<file path="config.mk">
export PLATFORM = sky130hd
export DESIGN_NAME = adc_sample_convert_sequencer
export DESIGN_NICKNAME = d
export VERILOG_FILES = /design/src/verilog/adc_seq_pkg.sv /design/src/verilog/adc_pin_sync.sv /design/src/verilog/adc_timer_match.sv /design/src/verilog/adc_sample_convert_sequencer.sv
export VERILOG_INCLUDE_DIRS = /design/src /design/src/verilog
export SDC_FILE = /design/constraint.sdc
export NUM_CORES = 1
export LEC_CHECK = 0
export ABC_AREA = 1
export BUFFER_PORTS_ARGS = -buffer_cell sky130_fd_sc_hd__buf_2
export CAP_MARGIN = 20
export CELL_PAD_IN_SITES_DETAIL_PLACEMENT = 1
export CELL_PAD_IN_SITES_GLOBAL_PLACEMENT = 1
export CORE_MARGIN = 1.5
export CORE_UTILIZATION = 25
export CTS_BUF_LIST = sky130_fd_sc_hd__clkbuf_2 sky130_fd_sc_hd__clkbuf_4 sky130_fd_sc_hd__clkbuf_8
export DETAILED_ROUTE_END_ITERATION = 16
export PLACE_DENSITY_LB_ADDON = 0.1
export SKIP_CTS_REPAIR_TIMING = 1
export SYNTH_ARGS = -nofsm -noshare
export SYNTH_HDL_FRONTEND = slang
export SYNTH_HIERARCHICAL = 1
export SYNTH_SLANG_ARGS = --single-unit
</file>
<file path="constraint.sdc">
create_clock -name sys_clk -period 4.3 [get_ports sys_clk]
set_input_delay 0.43 -clock sys_clk [delete_from_list [all_inputs] [get_ports sys_clk]]
set_output_delay 0.43 -clock sys_clk [all_outputs]
set_load 0.05 [all_outputs]
</file>
<file path="src/verilog/adc_seq_regs.svh">
// register map, field positions and timing constants of the sample/convert sequencer
`ifndef ADC_SEQ_REGS_SVH
`define ADC_SEQ_REGS_SVH

`define CTRL_OFS          12'h000
`define SAMPLE_OFS        12'h004
`define TIMING_OFS        12'h008
`define STATUS_OFS        12'h00c
`define PERIOD_OFS        12'h010

`define CTRL_ON_BIT       0
`define CTRL_AUTO_BIT     1
`define CTRL_SIM_BIT      2
`define CTRL_EDGE_BIT     3
`define CTRL_TRIG_LSB     4
`define CTRL_CH_LSB       8
`define SAMPLE_BIT        0
`define DONE_BIT          1
`define SAMPLE_CNT_LSB    0
`define CONV_LSB          8

`define TRIG_MANUAL       3'h0
`define TRIG_EXT_PIN      3'h1
`define TRIG_TIMER        3'h2
`define TRIG_PWM          3'h3
`define TRIG_CLOCKED      3'h7

`define CONV_CLKS_RST     5'h0c
`define SAMPLE_CNT_RST    5'h01
`define PERIOD_RST        32'hffff_ffff

`endif

</file>
<file path="src/verilog/adc_seq_pkg.sv">
// types shared by the sample/convert sequencer
package adc_seq_pkg;

  typedef struct packed {
    logic [2:0] conv_trigger_select;
    logic       auto_sample_enable;
    logic       simultaneous_sample_select;
    logic [1:0] channel_count_select;
    logic       ext_edge_falling;
    logic       module_on;
  } seq_cfg_t;

  typedef struct packed {
    logic [3:0] sampling;
    logic [3:0] converting;
    logic [1:0] channel;
  } hold_ctl_t;

  typedef enum logic [3:0] {
    ST_IDLE   = 4'b0001,
    ST_SAMPLE = 4'b0010,
    ST_CHSAMP = 4'b0100,
    ST_CONV   = 4'b1000
  } seq_state_t;

endpackage : adc_seq_pkg

</file>
<file path="src/verilog/adc_pin_sync.sv">
// two-stage synchroniser with edge detection on the synchronised level
`timescale 1ns/1ps
module adc_pin_sync (
  // clock and reset
  input  wire logic sys_clk,
  input  wire logic rstn,
  // pin and edge choice
  input  wire logic pin_async,
  input  wire logic falling_sel,
  // detected edge
  output logic      edge_pulse
);
  logic meta_r;
  logic sync_r;
  logic last_r;
  wire  rise_w = sync_r & ~last_r;
  wire  fall_w = ~sync_r & last_r;

  always_ff @(posedge sys_clk) begin
    if (!rstn) begin
      meta_r <= 1'b0;
      sync_r <= 1'b0;
      last_r <= 1'b0;
    end else begin
      meta_r <= pin_async;
      sync_r <= meta_r;
      last_r <= sync_r;
    end
  end

  assign edge_pulse = falling_sel ? fall_w : rise_w;
endmodule : adc_pin_sync

</file>
<file path="src/verilog/adc_timer_match.sv">
// 32-bit timer pair that raises a trigger pulse on a period match
`timescale 1ns/1ps
module adc_timer_match (
  // clock and reset
  input  wire logic        sys_clk,
  input  wire logic        rstn,
  // control
  input  wire logic        run,
  input  wire logic [31:0] period_pair_32,
  // match
  output logic             match_pulse
);
  logic [31:0] timer_pair_32_r;
  wire         hit_w = run & (timer_pair_32_r == period_pair_32);

  always_ff @(posedge sys_clk) begin
    if (!rstn) begin
      timer_pair_32_r <= 32'h0000_0000;
      match_pulse     <= 1'b0;
    end else begin
      timer_pair_32_r <= !run ? 32'h0000_0000 :
                         hit_w ? 32'h0000_0000 : timer_pair_32_r + 32'h0000_0001;
      match_pulse     <= hit_w;
    end
  end
endmodule : adc_timer_match

</file>
<file path="src/verilog/adc_sample_convert_sequencer.sv">
// sample/convert sequencer with clocked and event conversion triggers
//
// Decided for this implementation: the register offsets and the APB register port.
`timescale 1ns/1ps
`include "adc_seq_regs.svh"

// Contract
// - selector 111 plus auto: endless back-to-back sequences
// - clocked manual: sample bit starts, count ends
// - clocked auto simultaneous: resample all after last
// - single/simultaneous sample time is count times clock
// - clocked sequential: own sample interval per channel
// - sequence lasts channels times sample plus convert; simultaneous mode: one sample, then channels times convert
// - selector 001: chosen pin edge starts conversion
// - selector 010: 32-bit period match triggers
// - selector 011: PWM special event triggers
// - event plus auto: one conversion per trigger
// - event simultaneous: sample all until trigger
// - event sequential: channel samples until its conversion; later channels stop at the trigger instead
// - selector 000: clearing sample bit converts
// - done sets at sequence end, sample clears
module adc_sample_convert_sequencer
  import adc_seq_pkg::*;
(
  // clock and reset
  input  wire logic                    sys_clk,
  input  wire logic                    rstn,
  // apb slave
  input  wire logic                    psel,
  input  wire logic                    penable,
  input  wire logic                    pwrite,
  input  wire logic [11:0]             paddr,
  input  wire logic [31:0]             pwdata,
  output logic      [31:0]             prdata,
  output logic                         pready,
  output logic                         pslverr,
  // trigger sources
  input  wire logic                    ext_interrupt_pin_zero,
  input  wire logic                    pwm_special_event,
  // sample/hold and converter control
  output adc_seq_pkg::hold_ctl_t       hold_ctl,
  output logic                         sequence_done
);
  import adc_seq_pkg::*;

  seq_cfg_t   cfg_r;
  logic [4:0] sample_clock_count_r;
  logic [4:0] conv_clks_r;
  logic [31:0] period_pair_32_r;
  seq_state_t state_r;
  seq_state_t state_nxt;
  logic [4:0] cnt_r;
  logic [4:0] cnt_nxt;
  logic [1:0] chan_r;
  logic [1:0] chan_nxt;
  logic       sample_active_r;
  logic       done_r;
  logic       pwm_r;
  logic       ext_edge;
  logic       tmr_match;

  // apb decode
  wire acc_w   = psel & penable;
  wire wr_w    = acc_w & pwrite;
  wire hit_ctl = paddr == `CTRL_OFS;
  wire hit_smp = paddr == `SAMPLE_OFS;
  wire hit_tim = paddr == `TIMING_OFS;
  wire hit_sts = paddr == `STATUS_OFS;
  wire hit_per = paddr == `PERIOD_OFS;
  wire mapped  = hit_ctl | hit_smp | hit_tim | hit_sts | hit_per;
  wire wr_ctl  = wr_w & hit_ctl;
  wire wr_smp  = wr_w & hit_smp;
  wire wr_tim  = wr_w & hit_tim;
  wire wr_per  = wr_w & hit_per;

  wire set_sample_active = wr_smp & pwdata[`SAMPLE_BIT];
  wire clr_sample_active = wr_smp & ~pwdata[`SAMPLE_BIT];

  wire on_w     = cfg_r.module_on;
  wire clocked  = cfg_r.conv_trigger_select == `TRIG_CLOCKED;
  wire manual   = cfg_r.conv_trigger_select == `TRIG_MANUAL;
  wire sim_w    = cfg_r.simultaneous_sample_select;
  wire [1:0] last_ch = cfg_r.channel_count_select[1] ? 2'h3 :
                       cfg_r.channel_count_select[0] ? 2'h1 : 2'h0;
  wire seq_w    = ~sim_w & (last_ch != 2'h0);

  wire sel_pin  = cfg_r.conv_trigger_select == `TRIG_EXT_PIN;
  wire sel_tmr  = cfg_r.conv_trigger_select == `TRIG_TIMER;
  wire sel_pwm  = cfg_r.conv_trigger_select == `TRIG_PWM;
  // only the selected source can end sampling
  wire ev_trig  = (sel_pin & ext_edge) |
                  (sel_tmr & tmr_match) |
                  (sel_pwm & pwm_r);
  wire manual_end = manual & clr_sample_active;
  // counts start at zero, so the last sample clock is count minus one
  wire sample_active_full  = cnt_r + 5'h01 >= sample_clock_count_r;
  // zero count in sequential mode: next conversion follows at once
  wire skip_sample_active  = sample_clock_count_r == 5'h00;
  wire conv_full  = cnt_r + 5'h01 >= conv_clks_r;
  wire is_last    = chan_r == last_ch;
  wire restart    = cfg_r.auto_sample_enable;

  adc_pin_sync u_pin_sync (
    .sys_clk     (sys_clk),
    .rstn        (rstn),
    .pin_async   (ext_interrupt_pin_zero),
    .falling_sel (cfg_r.ext_edge_falling),
    .edge_pulse  (ext_edge)
  );

  // counter runs only while the timer source is selected
  adc_timer_match u_timer (
    .sys_clk        (sys_clk),
    .rstn           (rstn),
    .run            (on_w & sel_tmr),
    .period_pair_32 (period_pair_32_r),
    .match_pulse    (tmr_match)
  );

  // sequence state machine
  always_comb begin
    state_nxt = state_r;
    cnt_nxt   = cnt_r + 5'h01;
    chan_nxt  = chan_r;
    case (state_r)
      ST_IDLE: begin
        cnt_nxt  = 5'h00;
        chan_nxt = 2'h0;
        if (on_w && (set_sample_active || restart)) begin
          state_nxt = ST_SAMPLE;
        end
      end
      ST_SAMPLE: begin
        // shared interval; in sequential mode later channels stop sampling when it ends
        if ((clocked && sample_active_full) || ev_trig || manual_end) begin
          state_nxt = ST_CONV;
          cnt_nxt   = 5'h00;
        end
      end
      ST_CHSAMP: begin
        // clocked sequential: own interval before this channel's conversion
        if (sample_active_full) begin
          state_nxt = ST_CONV;
          cnt_nxt   = 5'h00;
        end
      end
      ST_CONV: begin
        if (conv_full) begin
          cnt_nxt = 5'h00;
          if (!is_last) begin
            chan_nxt  = chan_r + 2'h1;
            state_nxt = (seq_w && clocked && !skip_sample_active) ? ST_CHSAMP : ST_CONV;
          end else begin
            chan_nxt  = 2'h0;
            state_nxt = restart ? ST_SAMPLE : ST_IDLE;
          end
        end
      end
      default: begin
        state_nxt = ST_IDLE;
      end
    endcase
    if (!on_w) begin
      state_nxt = ST_IDLE;
      cnt_nxt   = 5'h00;
      chan_nxt  = 2'h0;
    end
  end

  // done only for a completed sequence, never after a switch-off
  wire seq_end = (state_r == ST_CONV) & conv_full & is_last & on_w;

  always_ff @(posedge sys_clk) begin
    if (!rstn) begin
      state_r <= ST_IDLE;
      cnt_r   <= 5'h00;
      chan_r  <= 2'h0;
    end else begin
      state_r <= state_nxt;
      cnt_r   <= cnt_nxt;
      chan_r  <= chan_nxt;
    end
  end

  // pwm event is on this clock: one register, no synchroniser
  always_ff @(posedge sys_clk) begin
    if (!rstn) begin
      pwm_r <= 1'b0;
    end else begin
      pwm_r <= pwm_special_event;
    end
  end

  // control register; trigger select only changes while off
  always_ff @(posedge sys_clk) begin
    if (!rstn) begin
      cfg_r <= '0;
    end else if (wr_ctl) begin
      cfg_r.module_on                  <= pwdata[`CTRL_ON_BIT];
      cfg_r.auto_sample_enable         <= pwdata[`CTRL_AUTO_BIT];
      cfg_r.simultaneous_sample_select <= pwdata[`CTRL_SIM_BIT];
      cfg_r.ext_edge_falling           <= pwdata[`CTRL_EDGE_BIT];
      cfg_r.channel_count_select       <= pwdata[`CTRL_CH_LSB +: 2];
      if (!cfg_r.module_on) begin
        cfg_r.conv_trigger_select <= pwdata[`CTRL_TRIG_LSB +: 3];
      end
    end
  end

  // timing and timer period registers
  always_ff @(posedge sys_clk) begin
    if (!rstn) begin
      sample_clock_count_r <= `SAMPLE_CNT_RST;
      conv_clks_r          <= `CONV_CLKS_RST;
      period_pair_32_r     <= `PERIOD_RST;
    end else begin
      if (wr_tim) begin
        sample_clock_count_r <= pwdata[`SAMPLE_CNT_LSB +: 5];
        conv_clks_r          <= pwdata[`CONV_LSB +: 5];
      end
      if (wr_per) begin
        period_pair_32_r <= pwdata;
      end
    end
  end

  // status: sample bit clears at end of sampling, done sets at sequence end
  wire sample_active_nxt = (state_nxt == ST_SAMPLE) | (state_nxt == ST_CHSAMP);
  wire seq_start = (state_r == ST_IDLE) & (state_nxt == ST_SAMPLE);
  always_ff @(posedge sys_clk) begin
    if (!rstn) begin
      sample_active_r <= 1'b0;
      done_r          <= 1'b0;
    end else begin
      sample_active_r <= sample_active_nxt;
      if (seq_end) begin
        done_r <= 1'b1;
      end else if (set_sample_active || seq_start) begin
        done_r <= 1'b0;
      end
    end
  end

  // per-channel sample/hold and converter strobes
  logic [3:0] sample_active_w;
  logic [3:0] conv_w;
  genvar g;
  generate
    for (g = 0; g < 4; g = g + 1) begin : g_ch
      // channels above the count stay idle
      wire en_w = (2'(g) <= last_ch);
      wire own  = chan_nxt == 2'(g);
      wire done_ch = 2'(g) < chan_nxt;
      assign conv_w[g] = en_w & own & (state_nxt == ST_CONV);
      // simultaneous: all sample together; sequential: shared interval, own interval, with auto again after own conversion
      assign sample_active_w[g] = en_w & (sim_w ? (state_nxt == ST_SAMPLE) :
                         (own ? sample_active_nxt : (state_nxt != ST_IDLE) &
                          (done_ch ? restart : (state_nxt == ST_SAMPLE))));
    end
  endgenerate

  always_ff @(posedge sys_clk) begin
    if (!rstn) begin
      hold_ctl      <= '0;
      sequence_done <= 1'b0;
    end else begin
      hold_ctl.sampling   <= sample_active_w;
      hold_ctl.converting <= conv_w;
      hold_ctl.channel    <= chan_nxt;
      sequence_done       <= seq_end;
    end
  end

  // apb read and answer
  wire [31:0] ctrl_word = {20'h00000, 2'h0, cfg_r.channel_count_select, 1'b0,
                           cfg_r.conv_trigger_select, cfg_r.ext_edge_falling,
                           cfg_r.simultaneous_sample_select,
                           cfg_r.auto_sample_enable, cfg_r.module_on};
  wire [31:0] stat_word = {30'h0000_0000, done_r, sample_active_r};
  wire [31:0] tim_word  = {19'h00000, conv_clks_r, 3'h0, sample_clock_count_r};
  wire [31:0] rd_w      = hit_ctl ? ctrl_word :
                          hit_smp | hit_sts ? stat_word :
                          hit_tim ? tim_word :
                          hit_per ? period_pair_32_r : 32'h0000_0000;
  // zero wait: the answer stands in the access cycle only
  wire        setup_w   = psel & ~penable;

  always_ff @(posedge sys_clk) begin
    if (!rstn) begin
      prdata  <= 32'h0000_0000;
      pready  <= 1'b0;
      pslverr <= 1'b0;
    end else begin
      pready  <= setup_w;
      pslverr <= setup_w & ~mapped;
      prdata  <= (setup_w & ~pwrite) ? rd_w : 32'h0000_0000;
    end
  end
endmodule : adc_sample_convert_sequencer

</file>
==> impl_metrics.tcl <==
set metrics [dict create \
    status "finished, final reports clean" \
    grtUsageTotal_pct 17.0 \
    port_buffers 95 \
    cts_root_buffer "clkbuf_8" \
    viasPerCell 4.30 \
    clockBufferDepth 2 \
    finalSetupTns_ns 0 \
    hold_path.class "in2reg" \
    drt_wl_total_um 24200 \
    netlist_instances 1039 \
    fp.dieW_um 173 \
    ff2ff_setup_slack_ns 1.21 \
    grt_max_degree 65 \
    rsz0062_at_grt "false" \
    fp.dieH_um 173 \
    cp.required_ns 4.63 \
    yosys.area_share.simple_pct 32.5 \
    finalHoldWorstSlack_ns 0.135 \
    yosysWarnings 6 \
    yosys.area_share.xor_xnor_pct 4.61 \
    synth_top_family_by_area "simple AND/OR/NAND/NOR gates" \
    fillCellCount 3613 \
    min_from "ext_interrupt_pin_zero" \
    antennaDiodeCount 0 \
    setup_violations 0 \
    drt_pass1_iterations 5 \
    antenna_found_initial 0 \
    synth_fa_ha_area_share_pct 2.08 \
    hold_end "u_pin_sync/meta_r" \
    synth_mux_area_share_pct 0 \
    fin_crit_ns 3.09 \
    r2r-start "on_w" \
    worstSetupEndpointType "flip-flop" \
    synth_top_area_cell "dfxtp_1" \
    cp.arrival_ns 3.42 \
    ir_worst_vdd_uv 137 \
    die-area_um2 29900 \
    multi_input_area_um2 3480 \
    synth.distinct_cells 40 \
    cts_max_level 4 \
    drive_above_1_share_pct 16.0 \
    netlist_top_cells_area "dfxtp_1 40%, nand2_1 12%, inv_1 9.5%, nor2_1 7.1%, nand3_1 4.2%" \
    core_um2 28500 \
    grt_pass1_vias 6835 \
    io_pins 96 \
    worst-setup-path-type "reg2reg" \
    maxCapViolCount 0 \
    max_freq_ghz 0.323 \
    clkTransAtPathRegs_ns 0.09 \
    dp_hpwl_um 19200 \
    num_vias 6568 \
    p_leak_uw 0.00426 \
    hold_viol_final 0 \
    drv_slew 0 \
    cts_tree "built" \
    synth-seq-cells 144 \
    ant_nets 0 \
    overflow 0 \
    synth_top_area_share_pct 39.9 \
    crit_fanout 32 \
    syn_nets 1102 \
    clock_skew_ns 0.0140 \
    drc 0 \
    wl_per_cell_um 15.9 \
    tightest_slew_ns 0.797 \
    start_util_pct 25.3 \
    clock-sinks 144 \
    area_delta_synth_final_pct 17.4 \
    fin_nets 1192 \
    r2r_end "u_timer/timer_pair_32_r[21]" \
    cp-start-kind "flip-flop" \
    rows 62 \
    power_density_nw_per_um2 308 \
    slew_headroom_pct 46.4 \
    cts_made_buffers 17 \
    fin_total_pwr_uw 2610 \
    first_iter_violations 250 \
    ys_seq_area_share_pct 39.9 \
    rr_worst_depth 9 \
    post-route-period-util_pct 71.9 \
    synth_compound_area_share_pct 8.99 \
    regArea_um2 2880 \
    gp_congestion 0.781 \
    hold_depth 3 \
    synth.cell_area_um2 7220 \
    postSynthAreaPerCell_um2 6.95 \
    grt_pass1_wl_um 38800 \
    worstSkewPairLatency_ns 0.48 \
]
[cell type report]
cell class,instances,share of cell area (%)
inverter,188,8.32
clock buffer,19,3.01
clock inverter,13,2.08
multi-input combinational,680,41.1
sequential,144,34.0
tap,384,5.66
timing repair buffer,98,5.87
[cell usage in the layout, fill, tap and decap left out, types with 11 or more instances in the layout]
| cell type | Yosys | routed |
|---|---|---|
| a21oi_1 | 27 | 27 |
| buf_2 | 13 | 95 |
| clkbuf_8 | 0 | 18 |
| dfxtp_1 | 144 | 144 |
| ha_1 | 12 | 12 |
| inv_1 | 182 | 182 |
| nand2_1 | 240 | 240 |
| nand2_2 | 13 | 13 |
| nand3_1 | 61 | 61 |
| nand4_1 | 16 | 16 |
| nor2_1 | 136 | 136 |
| nor2_2 | 11 | 11 |
| nor3_1 | 11 | 11 |
| o211ai_1 | 37 | 37 |
| o21ai_0 | 33 | 33 |
| xor2_1 | 32 | 32 |
[layer usage]
layer | track usage, % | wire length (µm) | up-vias | part of all wire [%]
li1 | - | - | 3416 | -
met4 | 3.99 | 197 | 0 | 0.81
met1 | 21.1 | 11200 | 3047 | 46
met3 | 3.39 | 644 | 10 | 2.7
met2 | 30.2 | 12200 | 95 | 50
met5 | 0 | 0 | - | 0
[cells by family (layout without fill, tap and decap cells)]
family	after synthesis	count (layout)
AO/OA/AOI/OAI	106	106
XOR/XNOR	38	38
adder cells (fa/ha/maj)	12	12
buffers and inverters	215	318
flip-flops	144	144
AND/OR/NAND/NOR	524	524
[synth_stat cells]
library cell and instances:
nand2_1 240, inv_1 182, dfxtp_1 144, nor2_1 136
nand3_1 61, o211ai_1 37, o21ai_0 33, xor2_1 32
a21oi_1 27, nand4_1 16, buf_2 13, nand2_2 13
ha_1 12, nor2_2 11, nor3_1 11, inv_2 6
xnor2_1 6, and3_1 5, clkbuf_1 5, nand3_2 5
nand3b_1 5, nor2_4 5, nand2_4 4, nor3_2 4
buf_4 3, buf_6 3, or2_1 3, buf_1 2
o221ai_1 2, o22ai_1 2, o311ai_0 2, a31oi_1 1
a41oi_1 1, and3b_1 1, clkbuf_2 1, nor3_4 1
nor4_1 1, nor4_2 1, o21ai_2 1, or2_2 1
[registers in the layout (all words and copies together), names as in the netlist, 4 cells and up]
register                 flops
cnt_r                        5
sample_clock_count_r         5
prdata                      32
u_timer/timer_pair_32_r     32
state_r                      4
hold_ctl                    10
cfg_r                        6
conv_clks_r                  5
period_pair_32_r            32
[metrics by stage]
step	setup slack, ns	std cells	instance area [µm²]	utilization [%]
global route	0.897	1526	8480	29.7
floorplan	2.06	1039	7220	-
detailed placement	1.19	1494	8050	28.2
finish	1.21	1526	8480	29.7
global placement	1.31	1494	8050	28.2
CTS	1.17	1526	8480	29.7
[where the power goes]
group	total [µW]	switching, µW	internal, µW
Sequential	1340	1.06	1330
Clock	1210	602	607
Combinational	66.0	42.3	23.7
[how the worst max path moves through the flow]
| stage | startpoint | endpoint | slack, ns | cells after the start |
|---|---|---|---|---|
| finish | on_w | u_timer/timer_pair_32_r[21] | 1.21 | 9 |
| global route | on_w | u_timer/timer_pair_32_r[29] | 0.90 | 9 |
| CTS | on_w | u_timer/timer_pair_32_r[21] | 1.17 | 9 |
| detailed placement | on_w | u_timer/timer_pair_32_r[25] | 1.19 | 9 |
| global placement | on_w | u_timer/timer_pair_32_r[27] | 1.31 | 9 |
| floorplan | cnt_r[0] | hold_ctl[8] | 2.06 | 17 |
[worst max-delay path: stages, from the launching register on]
cell	delay [ns]
dfxtp_1	0.74
inv_1	0.24
nor4_1	0.72
nand2_1	0.11
nor3_1	0.20
nand2_1	0.08
nor2_1	0.10
nand3_1	0.09
nand2_2	0.54
nor2_1	0.11
No activity file was read; power rests on OpenSTA's default activity.
